## config.mk

```make
export PLATFORM = sky130hd
export DESIGN_NAME = rfcrc_top
export DESIGN_NICKNAME = d
export VERILOG_FILES = /design/src/rfcrc_pkg.sv /design/src/rfcrc_top.sv
export VERILOG_INCLUDE_DIRS = /design/src
export SDC_FILE = /design/constraint.sdc
export NUM_CORES = 1
export LEC_CHECK = 0
export BUFFER_PORTS_ARGS = -buffer_cell sky130_fd_sc_hd__clkbuf_2
export CAP_MARGIN = 10
export CELL_PAD_IN_SITES_DETAIL_PLACEMENT = 1
export CELL_PAD_IN_SITES_GLOBAL_PLACEMENT = 1
export CORE_ASPECT_RATIO = 1.75
export CORE_MARGIN = 3
export CORE_UTILIZATION = 48
export CTS_CLUSTER_SIZE = 10
export DETAILED_ROUTE_END_ITERATION = 8
export PLACE_DENSITY_LB_ADDON = 0.1
export RECOVER_POWER = 25
export SLEW_MARGIN = 20
export SYNTH_ARGS = -nofsm -noshare
export SYNTH_HDL_FRONTEND = slang
export SYNTH_SLANG_ARGS = --single-unit
```

## constraint.sdc

```tcl
create_clock -name i_core_clk -period 5.9 [get_ports i_core_clk]
set_input_delay 0.295 -clock i_core_clk [delete_from_list [all_inputs] [get_ports i_core_clk]]
set_output_delay 0.295 -clock i_core_clk [all_outputs]
set_load 0.005 [all_outputs]
```

## src/rfcrc_cfg.svh

```systemverilog
// Purpose: Numbers of the frame CRC block
// Assumes: 8-bit register port, byte addresses as printed
// Notes:   Definitions only
`ifndef RFCRC_CFG_SVH
`define RFCRC_CFG_SVH
// Register offsets
`define RFCRC_OFS_TX_CONTROL   8'h2a
`define RFCRC_OFS_TX_TRIM      8'h2b
`define RFCRC_OFS_TX_CRC       8'h2c
`define RFCRC_OFS_RX_CRC       8'h2d
`define RFCRC_OFS_TX_FRAMING   8'h2e
`define RFCRC_OFS_IRQ_STATUS   8'h40
`define RFCRC_OFS_IRQ_MASK     8'h41
`define RFCRC_OFS_TX_CMD       8'h42
// Reset values
`define RFCRC_RST_REG          8'h00
// CRC config fields, tx and rx; RFCRC_F_TO_FIFO rx only
`define RFCRC_F_EN             0
`define RFCRC_F_INV            1
`define RFCRC_F_KIND_LO        2
`define RFCRC_F_KIND_HI        3
`define RFCRC_F_PRE_LO         4
`define RFCRC_F_PRE_HI         6
`define RFCRC_F_TO_FIFO        7
// Framing fields
`define RFCRC_F_LAST_LO        0
`define RFCRC_F_LAST_HI        2
`define RFCRC_F_PAYLOAD        3
`define RFCRC_F_GRID           4
// Modulation source field
`define RFCRC_F_MOD_LO         0
`define RFCRC_F_MOD_HI         1
// Interrupt status bits
`define RFCRC_IRQ_TX_DONE      0
`define RFCRC_IRQ_RX_DONE      1
`define RFCRC_IRQ_CRC_ERR      2
`define RFCRC_IRQ_BITS         3
// Command / status bits
`define RFCRC_F_CMD_START      0
// CRC kind and modulation codes
`define RFCRC_KIND_C5          2'h0
`define RFCRC_KIND_C8          2'h1
`define RFCRC_KIND_C16         2'h2
`define RFCRC_MOD_ENV          2'h1
`define RFCRC_MOD_EXT          2'h2
// Preset codes and values
`define RFCRC_PC_0             3'h0
`define RFCRC_PC_1             3'h1
`define RFCRC_PC_2             3'h2
`define RFCRC_PC_3             3'h3
`define RFCRC_PC_USER          3'h6
`define RFCRC_PC_ONES          3'h7
`define RFCRC_P16_1            16'h6363
`define RFCRC_P16_2            16'ha671
`define RFCRC_P16_3            16'hfffe
`define RFCRC_P8_1             16'h0012
`define RFCRC_P8_2             16'h00bf
`define RFCRC_P8_3             16'h00fd
`define RFCRC_P5_1             16'h0012
`define RFCRC_ZERO16           16'h0000
// Masks and reflected polynomials
`define RFCRC_MASK16           16'hffff
`define RFCRC_MASK8            16'h00ff
`define RFCRC_MASK5            16'h001f
`define RFCRC_POLY16           16'h8408
`define RFCRC_POLY8            16'h00b8
`define RFCRC_POLY5            16'h0014
`define RFCRC_W16              5'h10
`define RFCRC_W8               5'h08
`define RFCRC_W5               5'h05
`define RFCRC_BYTE_BITS        4'h8
`endif

```

## src/rfcrc_pkg.sv

```systemverilog
// Purpose: Types of the frame CRC block
// Assumes: rfcrc_cfg.svh for all numbers
// Notes:   State is a single packed struct
package rfcrc_pkg;
    typedef enum logic [2:0] {TX_IDLE, TX_GRID, TX_DATA, TX_CRC, TX_SYM} rfcrc_txst_t;

    typedef struct packed {
        logic [7:0]  tx_control;
        logic [7:0]  tx_trim;
        logic [7:0]  tx_crc;
        logic [7:0]  rx_crc;
        logic [7:0]  tx_framing;
        logic [2:0]  irq_status;
        logic [2:0]  irq_mask;
        logic [7:0]  rdata;
        rfcrc_txst_t txst;
        logic [15:0] tx_sh;
        logic [4:0]  tx_cnt;
        logic        tx_have;
        logic        tx_lastb;
        logic [15:0] tx_crcv;
        logic        tx_sym;
        logic        mod;
        logic [15:0] rx_crcv;
        logic [15:0] rx_recv;
        logic [4:0]  rx_ridx;
        logic [7:0]  rx_sh;
        logic [3:0]  rx_cnt;
        logic [7:0]  rx_byte;
        logic        rx_byte_vld;
    } rfcrc_state_t;
endpackage

```

## src/rfcrc_top.sv

```systemverilog
// Purpose: Tx/rx CRC and tx framing
// Assumes: One clock, sync active-high reset, LSB first
// Notes:   8-bit register port, read data one cycle later
`include "rfcrc_cfg.svh"

module rfcrc_top #(
    parameter int ADDR_W = 8
) (
    // Clock and reset
    input  wire logic              i_core_clk,
    input  wire logic              i_rst,
    // Register port
    input  wire logic [ADDR_W-1:0] i_addr,
    input  wire logic [7:0]        i_wdata,
    input  wire logic              i_wr,
    input  wire logic              i_rd,
    output logic      [7:0]        o_rdata,
    output logic                   o_irq,
    // Nonvolatile user presets
    input  wire logic [15:0]       i_user_preset16,
    input  wire logic [7:0]        i_user_preset8,
    input  wire logic [4:0]        i_user_preset5,
    // Modulation
    input  wire logic              i_internal_tx_envelope,
    input  wire logic              i_external_signal_input,
    output logic                   o_mod,
    // Tx byte stream from FIFO
    input  wire logic [7:0]        i_tx_data,
    input  wire logic              i_tx_valid,
    input  wire logic              i_tx_last,
    output logic                   o_tx_ready,
    // Tx bit stream to encoder
    input  wire logic              i_etu_tick,
    input  wire logic              i_tx_bit_ready,
    output logic                   o_tx_bit,
    output logic                   o_tx_bit_valid,
    output logic                   o_tx_symbol,
    // Rx bit stream from decoder
    input  wire logic              i_rx_start,
    input  wire logic              i_rx_bit,
    input  wire logic              i_rx_bit_valid,
    input  wire logic              i_rx_bit_is_crc,
    input  wire logic              i_rx_end,
    // Rx bytes to FIFO
    output logic      [7:0]        o_rx_byte,
    output logic                   o_rx_byte_valid
);
    initial begin
        if (ADDR_W < 7) begin
            $error("ADDR_W too small");
        end
    end

    rfcrc_pkg::rfcrc_state_t st_r;
    rfcrc_pkg::rfcrc_state_t st_nxt;

    function automatic logic [15:0] crc_mask(input logic [1:0] kind);
        case (kind)
            `RFCRC_KIND_C5:  crc_mask = `RFCRC_MASK5;
            `RFCRC_KIND_C8:  crc_mask = `RFCRC_MASK8;
            `RFCRC_KIND_C16: crc_mask = `RFCRC_MASK16;
            default:         crc_mask = `RFCRC_ZERO16;
        endcase
    endfunction

    function automatic logic [4:0] crc_width(input logic [1:0] kind);
        case (kind)
            `RFCRC_KIND_C5:  crc_width = `RFCRC_W5;
            `RFCRC_KIND_C8:  crc_width = `RFCRC_W8;
            default:         crc_width = `RFCRC_W16;
        endcase
    endfunction

    // Reflected step; narrow kinds stay in their width
    function automatic logic [15:0] crc_step(input logic [1:0] kind, input logic [15:0] c,
                                             input logic b);
        logic [15:0] poly;
        poly = `RFCRC_POLY16;
        case (kind)
            `RFCRC_KIND_C5: poly = `RFCRC_POLY5;
            `RFCRC_KIND_C8: poly = `RFCRC_POLY8;
            default:        poly = `RFCRC_POLY16;
        endcase
        crc_step = (c >> 1) ^ ((c[0] ^ b) ? poly : `RFCRC_ZERO16);
    endfunction

    // Returns {usable, start}; unusable means no CRC
    function automatic logic [16:0] crc_preset(input logic [1:0] kind, input logic [2:0] code,
                                               input logic [15:0] u16, input logic [7:0] u8,
                                               input logic [4:0] u5);
        logic [15:0] v;
        logic        ok;
        v  = `RFCRC_ZERO16;
        ok = 1'b1;
        case (code)
            `RFCRC_PC_0: v = `RFCRC_ZERO16;
            `RFCRC_PC_1: v = (kind == `RFCRC_KIND_C16) ? `RFCRC_P16_1 :
                             (kind == `RFCRC_KIND_C8) ? `RFCRC_P8_1 : `RFCRC_P5_1;
            `RFCRC_PC_2: begin
                v  = (kind == `RFCRC_KIND_C16) ? `RFCRC_P16_2 : `RFCRC_P8_2;
                ok = (kind != `RFCRC_KIND_C5);
            end
            `RFCRC_PC_3: begin
                v  = (kind == `RFCRC_KIND_C16) ? `RFCRC_P16_3 : `RFCRC_P8_3;
                ok = (kind != `RFCRC_KIND_C5);
            end
            `RFCRC_PC_USER: v = (kind == `RFCRC_KIND_C16) ? u16 :
                                (kind == `RFCRC_KIND_C8) ? {8'h00, u8} : {11'h000, u5};
            `RFCRC_PC_ONES: v = `RFCRC_MASK16;
            default: ok = 1'b0;
        endcase
        if (crc_mask(kind) == `RFCRC_ZERO16) begin
            ok = 1'b0;
        end
        crc_preset = {ok, v & crc_mask(kind)};
    endfunction

    // Config field views
    logic [1:0]  tx_crc_kind;
    logic [2:0]  tx_crc_start_code;
    logic [1:0]  rx_crc_kind;
    logic [2:0]  rx_crc_start_code;
    logic [2:0]  final_byte_bitcount;
    logic [1:0]  mod_source_sel;
    logic [16:0] tx_pre;
    logic [16:0] rx_pre;
    logic        tx_take;
    logic        tx_shift;
    logic        rx_crc_fwd;
    logic        rx_to_asm;

    assign tx_crc_kind         = st_r.tx_crc[`RFCRC_F_KIND_HI:`RFCRC_F_KIND_LO];
    assign tx_crc_start_code   = st_r.tx_crc[`RFCRC_F_PRE_HI:`RFCRC_F_PRE_LO];
    assign rx_crc_kind         = st_r.rx_crc[`RFCRC_F_KIND_HI:`RFCRC_F_KIND_LO];
    assign rx_crc_start_code   = st_r.rx_crc[`RFCRC_F_PRE_HI:`RFCRC_F_PRE_LO];
    assign final_byte_bitcount = st_r.tx_framing[`RFCRC_F_LAST_HI:`RFCRC_F_LAST_LO];
    assign mod_source_sel      = st_r.tx_control[`RFCRC_F_MOD_HI:`RFCRC_F_MOD_LO];
    assign tx_pre = crc_preset(tx_crc_kind, tx_crc_start_code, i_user_preset16,
                               i_user_preset8, i_user_preset5);
    assign rx_pre = crc_preset(rx_crc_kind, rx_crc_start_code, i_user_preset16,
                               i_user_preset8, i_user_preset5);

    // Ready and irq are combinational; valids and data outputs are flops
    assign o_tx_ready     = (st_r.txst == rfcrc_pkg::TX_DATA) && !st_r.tx_have && !st_r.tx_lastb;
    assign tx_take        = o_tx_ready && i_tx_valid;
    assign o_tx_bit_valid = st_r.tx_have;
    assign tx_shift       = st_r.tx_have && i_tx_bit_ready;
    assign o_tx_bit       = st_r.tx_sh[0];
    assign o_tx_symbol    = st_r.tx_sym;
    assign o_mod          = st_r.mod;
    assign o_rdata        = st_r.rdata;
    assign o_rx_byte      = st_r.rx_byte;
    assign o_rx_byte_valid = st_r.rx_byte_vld;
    assign o_irq          = |(st_r.irq_status & st_r.irq_mask);

    // Forwarding serves unaligned CRCs; check runs either way
    assign rx_crc_fwd = st_r.rx_crc[`RFCRC_F_TO_FIFO];
    assign rx_to_asm  = i_rx_bit_valid && (!i_rx_bit_is_crc || rx_crc_fwd);

    always_comb begin
        logic [2:0]  ev;
        logic [15:0] rx_exp;
        logic        wr_hit_status;
        ev            = 3'h0;
        rx_exp        = `RFCRC_ZERO16;
        wr_hit_status = 1'b0;
        st_nxt        = st_r;
        st_nxt.tx_sym      = 1'b0;
        st_nxt.rx_byte_vld = 1'b0;

        // Register writes
        if (i_wr && (i_addr[ADDR_W-1:7] == '0)) begin
            case (i_addr[6:0])
                `RFCRC_OFS_TX_CONTROL: st_nxt.tx_control = i_wdata;
                `RFCRC_OFS_TX_TRIM:    st_nxt.tx_trim    = i_wdata;
                `RFCRC_OFS_TX_CRC:     st_nxt.tx_crc     = {1'b0, i_wdata[6:0]};
                `RFCRC_OFS_RX_CRC:     st_nxt.rx_crc     = i_wdata;
                `RFCRC_OFS_TX_FRAMING: st_nxt.tx_framing = {3'h0, i_wdata[4:0]};
                `RFCRC_OFS_IRQ_STATUS: wr_hit_status     = 1'b1;
                `RFCRC_OFS_IRQ_MASK:   st_nxt.irq_mask   = i_wdata[`RFCRC_IRQ_BITS-1:0];
                default: ;
            endcase
        end

        // Reads answer next cycle; unmapped give zero
        st_nxt.rdata = 8'h00;
        if (i_rd && (i_addr[ADDR_W-1:7] == '0)) begin
            case (i_addr[6:0])
                `RFCRC_OFS_TX_CONTROL: st_nxt.rdata = st_r.tx_control;
                `RFCRC_OFS_TX_TRIM:    st_nxt.rdata = st_r.tx_trim;
                `RFCRC_OFS_TX_CRC:     st_nxt.rdata = st_r.tx_crc;
                `RFCRC_OFS_RX_CRC:     st_nxt.rdata = st_r.rx_crc;
                `RFCRC_OFS_TX_FRAMING: st_nxt.rdata = st_r.tx_framing;
                `RFCRC_OFS_IRQ_STATUS: st_nxt.rdata = {5'h00, st_r.irq_status};
                `RFCRC_OFS_IRQ_MASK:   st_nxt.rdata = {5'h00, st_r.irq_mask};
                `RFCRC_OFS_TX_CMD:     st_nxt.rdata = {6'h00, st_r.txst != rfcrc_pkg::TX_IDLE,
                                                       1'b0};
                default:               st_nxt.rdata = 8'h00;
            endcase
        end

        // Mod source registered for a glitch-free pin
        case (mod_source_sel)
            `RFCRC_MOD_ENV: st_nxt.mod = i_internal_tx_envelope;
            `RFCRC_MOD_EXT: st_nxt.mod = i_external_signal_input;
            default:        st_nxt.mod = 1'b0;
        endcase

        // Transmit sequencer
        case (st_r.txst)
            rfcrc_pkg::TX_IDLE: begin
                if (i_wr && (i_addr == ADDR_W'(`RFCRC_OFS_TX_CMD)) && i_wdata[`RFCRC_F_CMD_START]) begin
                    st_nxt.tx_crcv  = tx_pre[15:0];
                    st_nxt.tx_lastb = 1'b0;
                    st_nxt.txst     = rfcrc_pkg::TX_GRID;
                end
            end
            rfcrc_pkg::TX_GRID: begin
                // Unaligned, a start may fall inside a unit
                if (i_etu_tick || !st_r.tx_framing[`RFCRC_F_GRID]) begin
                    if (st_r.tx_framing[`RFCRC_F_PAYLOAD]) begin
                        st_nxt.txst = rfcrc_pkg::TX_DATA;
                    end else begin
                        st_nxt.tx_sym = 1'b1;
                        st_nxt.txst   = rfcrc_pkg::TX_SYM;
                    end
                end
            end
            rfcrc_pkg::TX_SYM: begin
                st_nxt.txst = rfcrc_pkg::TX_IDLE;
                ev[`RFCRC_IRQ_TX_DONE] = 1'b1;
            end
            rfcrc_pkg::TX_DATA: begin
                if (tx_take) begin
                    st_nxt.tx_sh    = {8'h00, i_tx_data};
                    st_nxt.tx_have  = 1'b1;
                    st_nxt.tx_lastb = i_tx_last;
                    st_nxt.tx_cnt   = (i_tx_last && (final_byte_bitcount != 3'h0)) ?
                                      {2'b00, final_byte_bitcount} : {1'b0, `RFCRC_BYTE_BITS};
                end else if (tx_shift) begin
                    st_nxt.tx_sh   = st_r.tx_sh >> 1;
                    st_nxt.tx_crcv = crc_step(tx_crc_kind, st_r.tx_crcv, st_r.tx_sh[0]);
                    st_nxt.tx_cnt  = st_r.tx_cnt - 5'h01;
                    if (st_r.tx_cnt == 5'h01) begin
                        st_nxt.tx_have = 1'b0;
                        if (st_r.tx_lastb) begin
                            st_nxt.tx_lastb = 1'b0;
                            st_nxt.txst     = rfcrc_pkg::TX_CRC;
                        end
                    end
                end
            end
            rfcrc_pkg::TX_CRC: begin
                if (!st_r.tx_have) begin
                    if (st_r.tx_crc[`RFCRC_F_EN] && tx_pre[16] && !st_r.tx_lastb) begin
                        st_nxt.tx_sh   = st_r.tx_crc[`RFCRC_F_INV] ?
                                         (st_r.tx_crcv ^ crc_mask(tx_crc_kind)) :
                                         st_r.tx_crcv;
                        st_nxt.tx_cnt  = crc_width(tx_crc_kind);
                        st_nxt.tx_have = 1'b1;
                        st_nxt.tx_lastb = 1'b1;
                    end else begin
                        st_nxt.tx_lastb = 1'b0;
                        st_nxt.txst     = rfcrc_pkg::TX_IDLE;
                        ev[`RFCRC_IRQ_TX_DONE] = 1'b1;
                    end
                end else if (tx_shift) begin
                    st_nxt.tx_sh  = st_r.tx_sh >> 1;
                    st_nxt.tx_cnt = st_r.tx_cnt - 5'h01;
                    if (st_r.tx_cnt == 5'h01) begin
                        st_nxt.tx_have  = 1'b0;
                        st_nxt.tx_lastb = 1'b0;
                        st_nxt.txst     = rfcrc_pkg::TX_IDLE;
                        ev[`RFCRC_IRQ_TX_DONE] = 1'b1;
                    end
                end
            end
            default: st_nxt.txst = rfcrc_pkg::TX_IDLE;
        endcase

        // Rx: CRC over data bits, CRC bits stored LSB first
        if (i_rx_start) begin
            st_nxt.rx_crcv = rx_pre[15:0];
            st_nxt.rx_recv = `RFCRC_ZERO16;
            st_nxt.rx_ridx = 5'h00;
            st_nxt.rx_cnt  = 4'h0;
            st_nxt.rx_sh   = 8'h00;
        end else if (i_rx_bit_valid) begin
            if (i_rx_bit_is_crc) begin
                st_nxt.rx_recv[st_r.rx_ridx[3:0]] = i_rx_bit;
                st_nxt.rx_ridx = st_r.rx_ridx + 5'h01;
            end else begin
                st_nxt.rx_crcv = crc_step(rx_crc_kind, st_r.rx_crcv, i_rx_bit);
            end
            if (rx_to_asm) begin
                st_nxt.rx_sh  = {i_rx_bit, st_r.rx_sh[7:1]};
                st_nxt.rx_cnt = st_r.rx_cnt + 4'h1;
                if (st_r.rx_cnt == (`RFCRC_BYTE_BITS - 4'h1)) begin
                    st_nxt.rx_byte     = {i_rx_bit, st_r.rx_sh[7:1]};
                    st_nxt.rx_byte_vld = 1'b1;
                    st_nxt.rx_cnt      = 4'h0;
                end
            end
        end else if (i_rx_end) begin
            // Flush a partial byte, right-aligned
            if (st_r.rx_cnt != 4'h0) begin
                st_nxt.rx_byte     = st_r.rx_sh >> (`RFCRC_BYTE_BITS - st_r.rx_cnt);
                st_nxt.rx_byte_vld = 1'b1;
                st_nxt.rx_cnt      = 4'h0;
            end
            rx_exp = st_r.rx_crc[`RFCRC_F_INV] ?
                     (st_r.rx_crcv ^ crc_mask(rx_crc_kind)) : st_r.rx_crcv;
            ev[`RFCRC_IRQ_RX_DONE] = 1'b1;
            if (st_r.rx_crc[`RFCRC_F_EN] && rx_pre[16] &&
                (rx_exp != (st_r.rx_recv & crc_mask(rx_crc_kind)))) begin
                ev[`RFCRC_IRQ_CRC_ERR] = 1'b1;
            end
        end

        // Sticky status: write one clears, a same-cycle event wins
        st_nxt.irq_status = (st_r.irq_status &
                             ~(wr_hit_status ? i_wdata[`RFCRC_IRQ_BITS-1:0] : 3'h0)) | ev;
    end

    always_ff @(posedge i_core_clk) begin
        if (i_rst) begin
            st_r            <= '0;
            st_r.tx_control <= `RFCRC_RST_REG;
            st_r.tx_trim    <= `RFCRC_RST_REG;
            st_r.tx_crc     <= `RFCRC_RST_REG;
            st_r.rx_crc     <= `RFCRC_RST_REG;
            st_r.tx_framing <= `RFCRC_RST_REG;
            st_r.txst       <= rfcrc_pkg::TX_IDLE;
        end else begin
            st_r <= st_nxt;
        end
    end
endmodule // rfcrc_top

```

### After elaboration in Yosys (flattened, before gate mapping)

Index checks and enable logic that the tools add are counted.

* flip-flop bits (word level): 152
* latch bits: 0
* RAM bits: 0
* bits in read-only memories: 0
* input port bits: 68
* word-level logic and storage cells: 245
* memories kept: 0

* $add $sub $neg: 4
* multiply operators: 0
* divide/modulo/power cells: 0
* order comparisons: 2
* eq/ne operators: 47
* shift operators: 1
* multiplexer cells: 87
* bitwise logic cells: 18
* reduce and logical (&&, ||, !) cells: 63

Operators with widths (count)
* $mux 16: 24
* $pmux 16 s5: 2
* $pmux 16 s2: 3
* $pmux 16 s3: 2
* $pmux 8 s8: 1
* $mux 13: 4
* $mux 26: 2
* $mux 49: 1
* $and 16x16->16: 3
* $mux 45: 1
* $pmux 22 s2: 1
* $mux 21: 2
* $mux 42: 1
* $eq 7x6->1 const B: 5
* $logic_not 16->1: 2
* $xor 15x16->16: 2
* $xor 16x16->16: 2
* $mux 15: 2
* $mux 3: 9
* $mux 23: 1
* $mux 22: 1
* $eq 7x7->1 const B: 3
* $eq 3x2->1 const B: 6
* $reduce_and 2->1: 9
* 51 further kinds: 133

### Logic depth before layout (Yosys ltp)

* depth in word-level cells: 14
* mapped depth: 10

### Least setup slack after synthesis

No wires, ideal clock.

* path kind: register to register
* start: register st_r[9] (netlist name)
* end: register st_r (netlist bit o_rx_byte[5])
* arrival time: 2.650 ns
* setup slack: 3.164 ns
* cell stages (with the launch flop): 11
* cells stage by stage: dfxtp_1 buf_1 inv_1 ha_1 nor3b_1 nor3b_1 nor2_1 a211oi_4 buf_4 nor2_1 a211oi_1

* word-level cells in the longest chain between the ends: 5
* elaborated cells between the ends (all ways): 10
* classes of those cells: 1 x add/sub; 2 x eq/ne; 1 x shift; 3 x mux; 3 x reduce/logical

RTL lines
* start, declared: line rfcrc_top.sv:54 `rfcrc_pkg::rfcrc_state_t st_r;`
* start signal, assigned: line rfcrc_top.sv:335 `st_r <= st_nxt;`
* $sub 4x4->4 (no line)
* $shr 8x4->8: line rfcrc_top.sv:307 `` st_nxt.rx_byte = st_r.rx_sh >> (`RFCRC_BYTE_BITS - st_r.rx_cnt); ``
* $mux 13: line rfcrc_top.sv:306 `if (st_r.rx_cnt != 4'h0) begin`
* $mux 13: line rfcrc_top.sv:304 `end else if (i_rx_end) begin`
* $mux 13: line rfcrc_top.sv:288 `end else if (i_rx_bit_valid) begin`

Several ways; a longest one is shown, not always the timed one. The select of a mux whose other input is x is not followed.
A chain may end at the register's enable or synchronous reset.

### Final worst setup path

* start: register st_r[137] (netlist name)
* end: register st_r[82] (netlist name)

* word-level cells in the longest chain between the ends: 8
* elaborated cells between the ends (all ways): 14
* classes of those cells: 6 x eq/ne; 2 x mux; 6 x reduce/logical

RTL lines
* $eq 3x3->1, or another cell as far along: line rfcrc_top.sv:95 `case (code)`
* $reduce_or 4->1 (no line) / $reduce_or 2->1 (equally long branches)
* $pmux 1 s2 (*): line rfcrc_top.sv:95
* $mux 1 (*): line rfcrc_top.sv:112 `` if (crc_mask(kind) == `RFCRC_ZERO16) begin ``
* $logic_and 1x1->1 (*) (2 in a row): line rfcrc_top.sv:255 `` if (st_r.tx_crc[`RFCRC_F_EN] && tx_pre[16] && !st_r.tx_lastb) begin ``
* $ne 3x3->1 (no line) (*)
* $reduce_and 4->1 (no line) (*)

Mark *: on every way between the ends. The rest lies on a longest branch, timed or not.

==> flow_summary.toml <==
[power]
power_density_nw_per_um2 = 266
p_leak_nw = 3.37
ir_worst_vdd_mv = 0.270

[cells_and_area]
final_nets = 1282
seq_area_um2 = 3020
area_growth_pct = 10.3
fin_cells = 1441
layout-drive-gt1-share = 0.109
multi_input_area_um2 = 5530
fin_util = 0.540
antennaDiodeCount = 0
nFillCells = 2404

[cts]
clkLatencyLatePin_ns = 0.44
clkSinkCount = 151
h-tree-depth = 4
path_clk_slew_ns = 0.07
cts_root_buffer = "clkbuf_16"
cts_resized = 0
clockBufferDepth = 2
cts_setup_buffers = 0
cts_hold_buf = 0
cts_made_buffers = 17
cts_tree = "done"

[routing]
num_vias = 8870
drc = 0
dr.pass1.iters = 5
ant_nets = 0
via_per_inst = 6.16
drt-initial-drc-count = 592
wl_per_cell_um = 20.7
wl_mm = 29.9

[synthesis]
async_flop_share = 0
synth_most_common_cell = "dfxtp_1"
synth-adder-area-share = 0.0328
synth_area_leaders = "dfxtp_1, a21oi_1, nor2_1"
syn_area_um2 = 9140
synth_common_cells = "dfxtp_1, nor2_1, nand2_1, a21oi_1, clkbuf_1"
synth-edff-count = 0
muxShareOfSynthArea = 0.0614
ys_types = 69
syn_inst = 1180
synth-simple-area-share = 0.234
seq_area_frac_synth = 0.331
synth_top_flop_cell = "dfxtp_1"
synth_xor_area_frac = 0.0450
synth-compound-area-share = 0.231
syn-num-nets = 1272
ys_ff_latch = 151
synth_top_family_by_area = "simple AND/OR/NAND/NOR gates"
yosysTopAreaCell = "dfxtp_1"
ys_warn_count = 0
avgSynthCellArea_um2 = 7.75
synth.top_cell.area_share = 0.331

[sta]
maxSlewHeadroom = -0.000903
worst_pin_slew_ns = 1.50
period_share = 0.602
min_period_ns = 3.55
rsz0062_at_grt = "no"
setup_viol = 0
fin_ws_ns = 2.35
finalClockSkew_ns = 0.00821
drv_slew = 32
fmax_mhz = 281
setup-tns-final_ns = 0
finalHoldViolCount = 0
whs_ns = 0.125

[global_route]
grt_max_degree = 78
antenna_found_initial = 0
gr-total-overflow = 0
grt_first_pass_wirelength_mm = 47.8
track_usage = 0.295
grt_pass1_vias = 9116

[setup_path]
critPathRequiredTime_ns = 6.25
critical_path_class = "register to register"
critPathLaunch = "st_r[137]$_SDFFE_PP0P_"
worstSetupEndpointType = "register"
r2r_slack_ns = 2.35
cp.arrival_ns = 3.91
r2r_start = "st_r[137]$_SDFFE_PP0P_"
crit_fanout = 28
setup.worst_path.start_class = "register"

[placed_design]
place_hpwl_mm = 21.7
dp_slack_ns = 2.38
place_inst = 1409
port_buffers = 90
gp_congestion = 0.906

[floorplanning]
pin_count = 91
initial_core_util = 0.490
fp-row-count = 66
die_w_um = 110
die_area_um2 = 20800
core_um2 = 18700
chipHeight_um = 189

[hold_path]
hp-class = "input pin to register"
worstHoldStart = "i_wdata[7]"

[status]
status = "complete, but fails checks"
violations = "capacitance limit, slew limit"

[flow_run]
cap_violations = 1
## per-layer routing
metal | track usage | routed length (um) | share of wire | vias up
met5 | 0 | 0 | 0 | -
met3 | 0.0511 | 1120 | 0.037 | 69
met4 | 0.140 | 1360 | 0.045 | 0
met2 | 0.533 | 15800 | 0.53 | 208
met1 | 0.324 | 11600 | 0.39 | 4343
li1 | - | - | - | 4250
## kinds of logic after synthesis
family                   Yosys count
flip-flops                       151
AND/OR/NAND/NOR                  450
multiplexers                      53
buffers and inverters            134
XOR/XNOR                          47
AO/OA/AOI/OAI                    321
adder cells (fa/ha/maj)           24
## placed cells by master (no fill, tap or decap), types with 5 or more instances in the layout
| cell type | instances |
|---|---|
| o211ai_1 | 9 |
| mux2i_1 | 46 |
| o21ai_0 | 54 |
| nand3_1 | 42 |
| clkbuf_16 | 17 |
| a222oi_1 | 14 |
| dfxtp_1 | 151 |
| o221ai_1 | 11 |
| ha_1 | 24 |
| or3_1 | 7 |
| nor2b_1 | 15 |
| nand3b_1 | 10 |
| nor3_1 | 33 |
| a211oi_1 | 33 |
| mux2_2 | 5 |
| a311oi_1 | 5 |
| nor2_1 | 146 |
| and3_1 | 7 |
| clkbuf_1 | 18 |
| and2_1 | 6 |
| a21oi_1 | 110 |
| xnor2_1 | 27 |
| clkbuf_2 | 73 |
| buf_4 | 6 |
| inv_1 | 27 |
| nand2b_1 | 17 |
| nand2_1 | 122 |
| xor2_1 | 20 |
| nand4_1 | 9 |
| a221oi_1 | 9 |
| a22oi_1 | 20 |
| a31oi_1 | 15 |
| nor3b_1 | 9 |
| a32oi_1 | 6 |
## power by group
group	internal, mW	switching (mW)
combinational	0.137	0.232
clock	0.735	0.471
sequential	1.05	0.0562
## per-stage QoR
step / total power [mW] / area [um2]
6_report: 2.68 / 10100
5_1_grt: 2.79 / 10100
4_1_cts: 2.70 / 10100
3_5_place_dp: 1.49 / 9460
3_3_place_gp: 1.48 / 9460
2_1_floorplan: 1.37 / 9140
## worst max-delay path, cell delays in order, from the launching register on
cell	delay [ns]
dfxtp_1	0.71
inv_1	0.19
ha_1	0.25
or4b_4	0.50
a2111oi_4	0.32
buf_4	0.31
o21a_1	0.79
o21ai_0	0.19
a21oi_1	0.19
## cell type report
type                    count  share of cell area
flip-flops and latches    151               0.300
clock buffers              19              0.0449
inverters                  27              0.0101
clock inverters            13              0.0192
repair buffers             98              0.0478
multi-input cells         895               0.549
well taps                 238              0.0295
## path summary, 6_finish.rpt
path | end | cells after the start
setup / recovery | st_r[82]$_SDFFE_PP0P_ | 8
hold / removal | rx_crc_fwd$_SDFFE_PP0P_ | 3
setup reg to reg | st_r[82]$_SDFFE_PP0P_ | 8
hold reg to reg | st_r[13]$_SDFFE_PP0P_ | 2
Power figures use the tool's default switching activity.
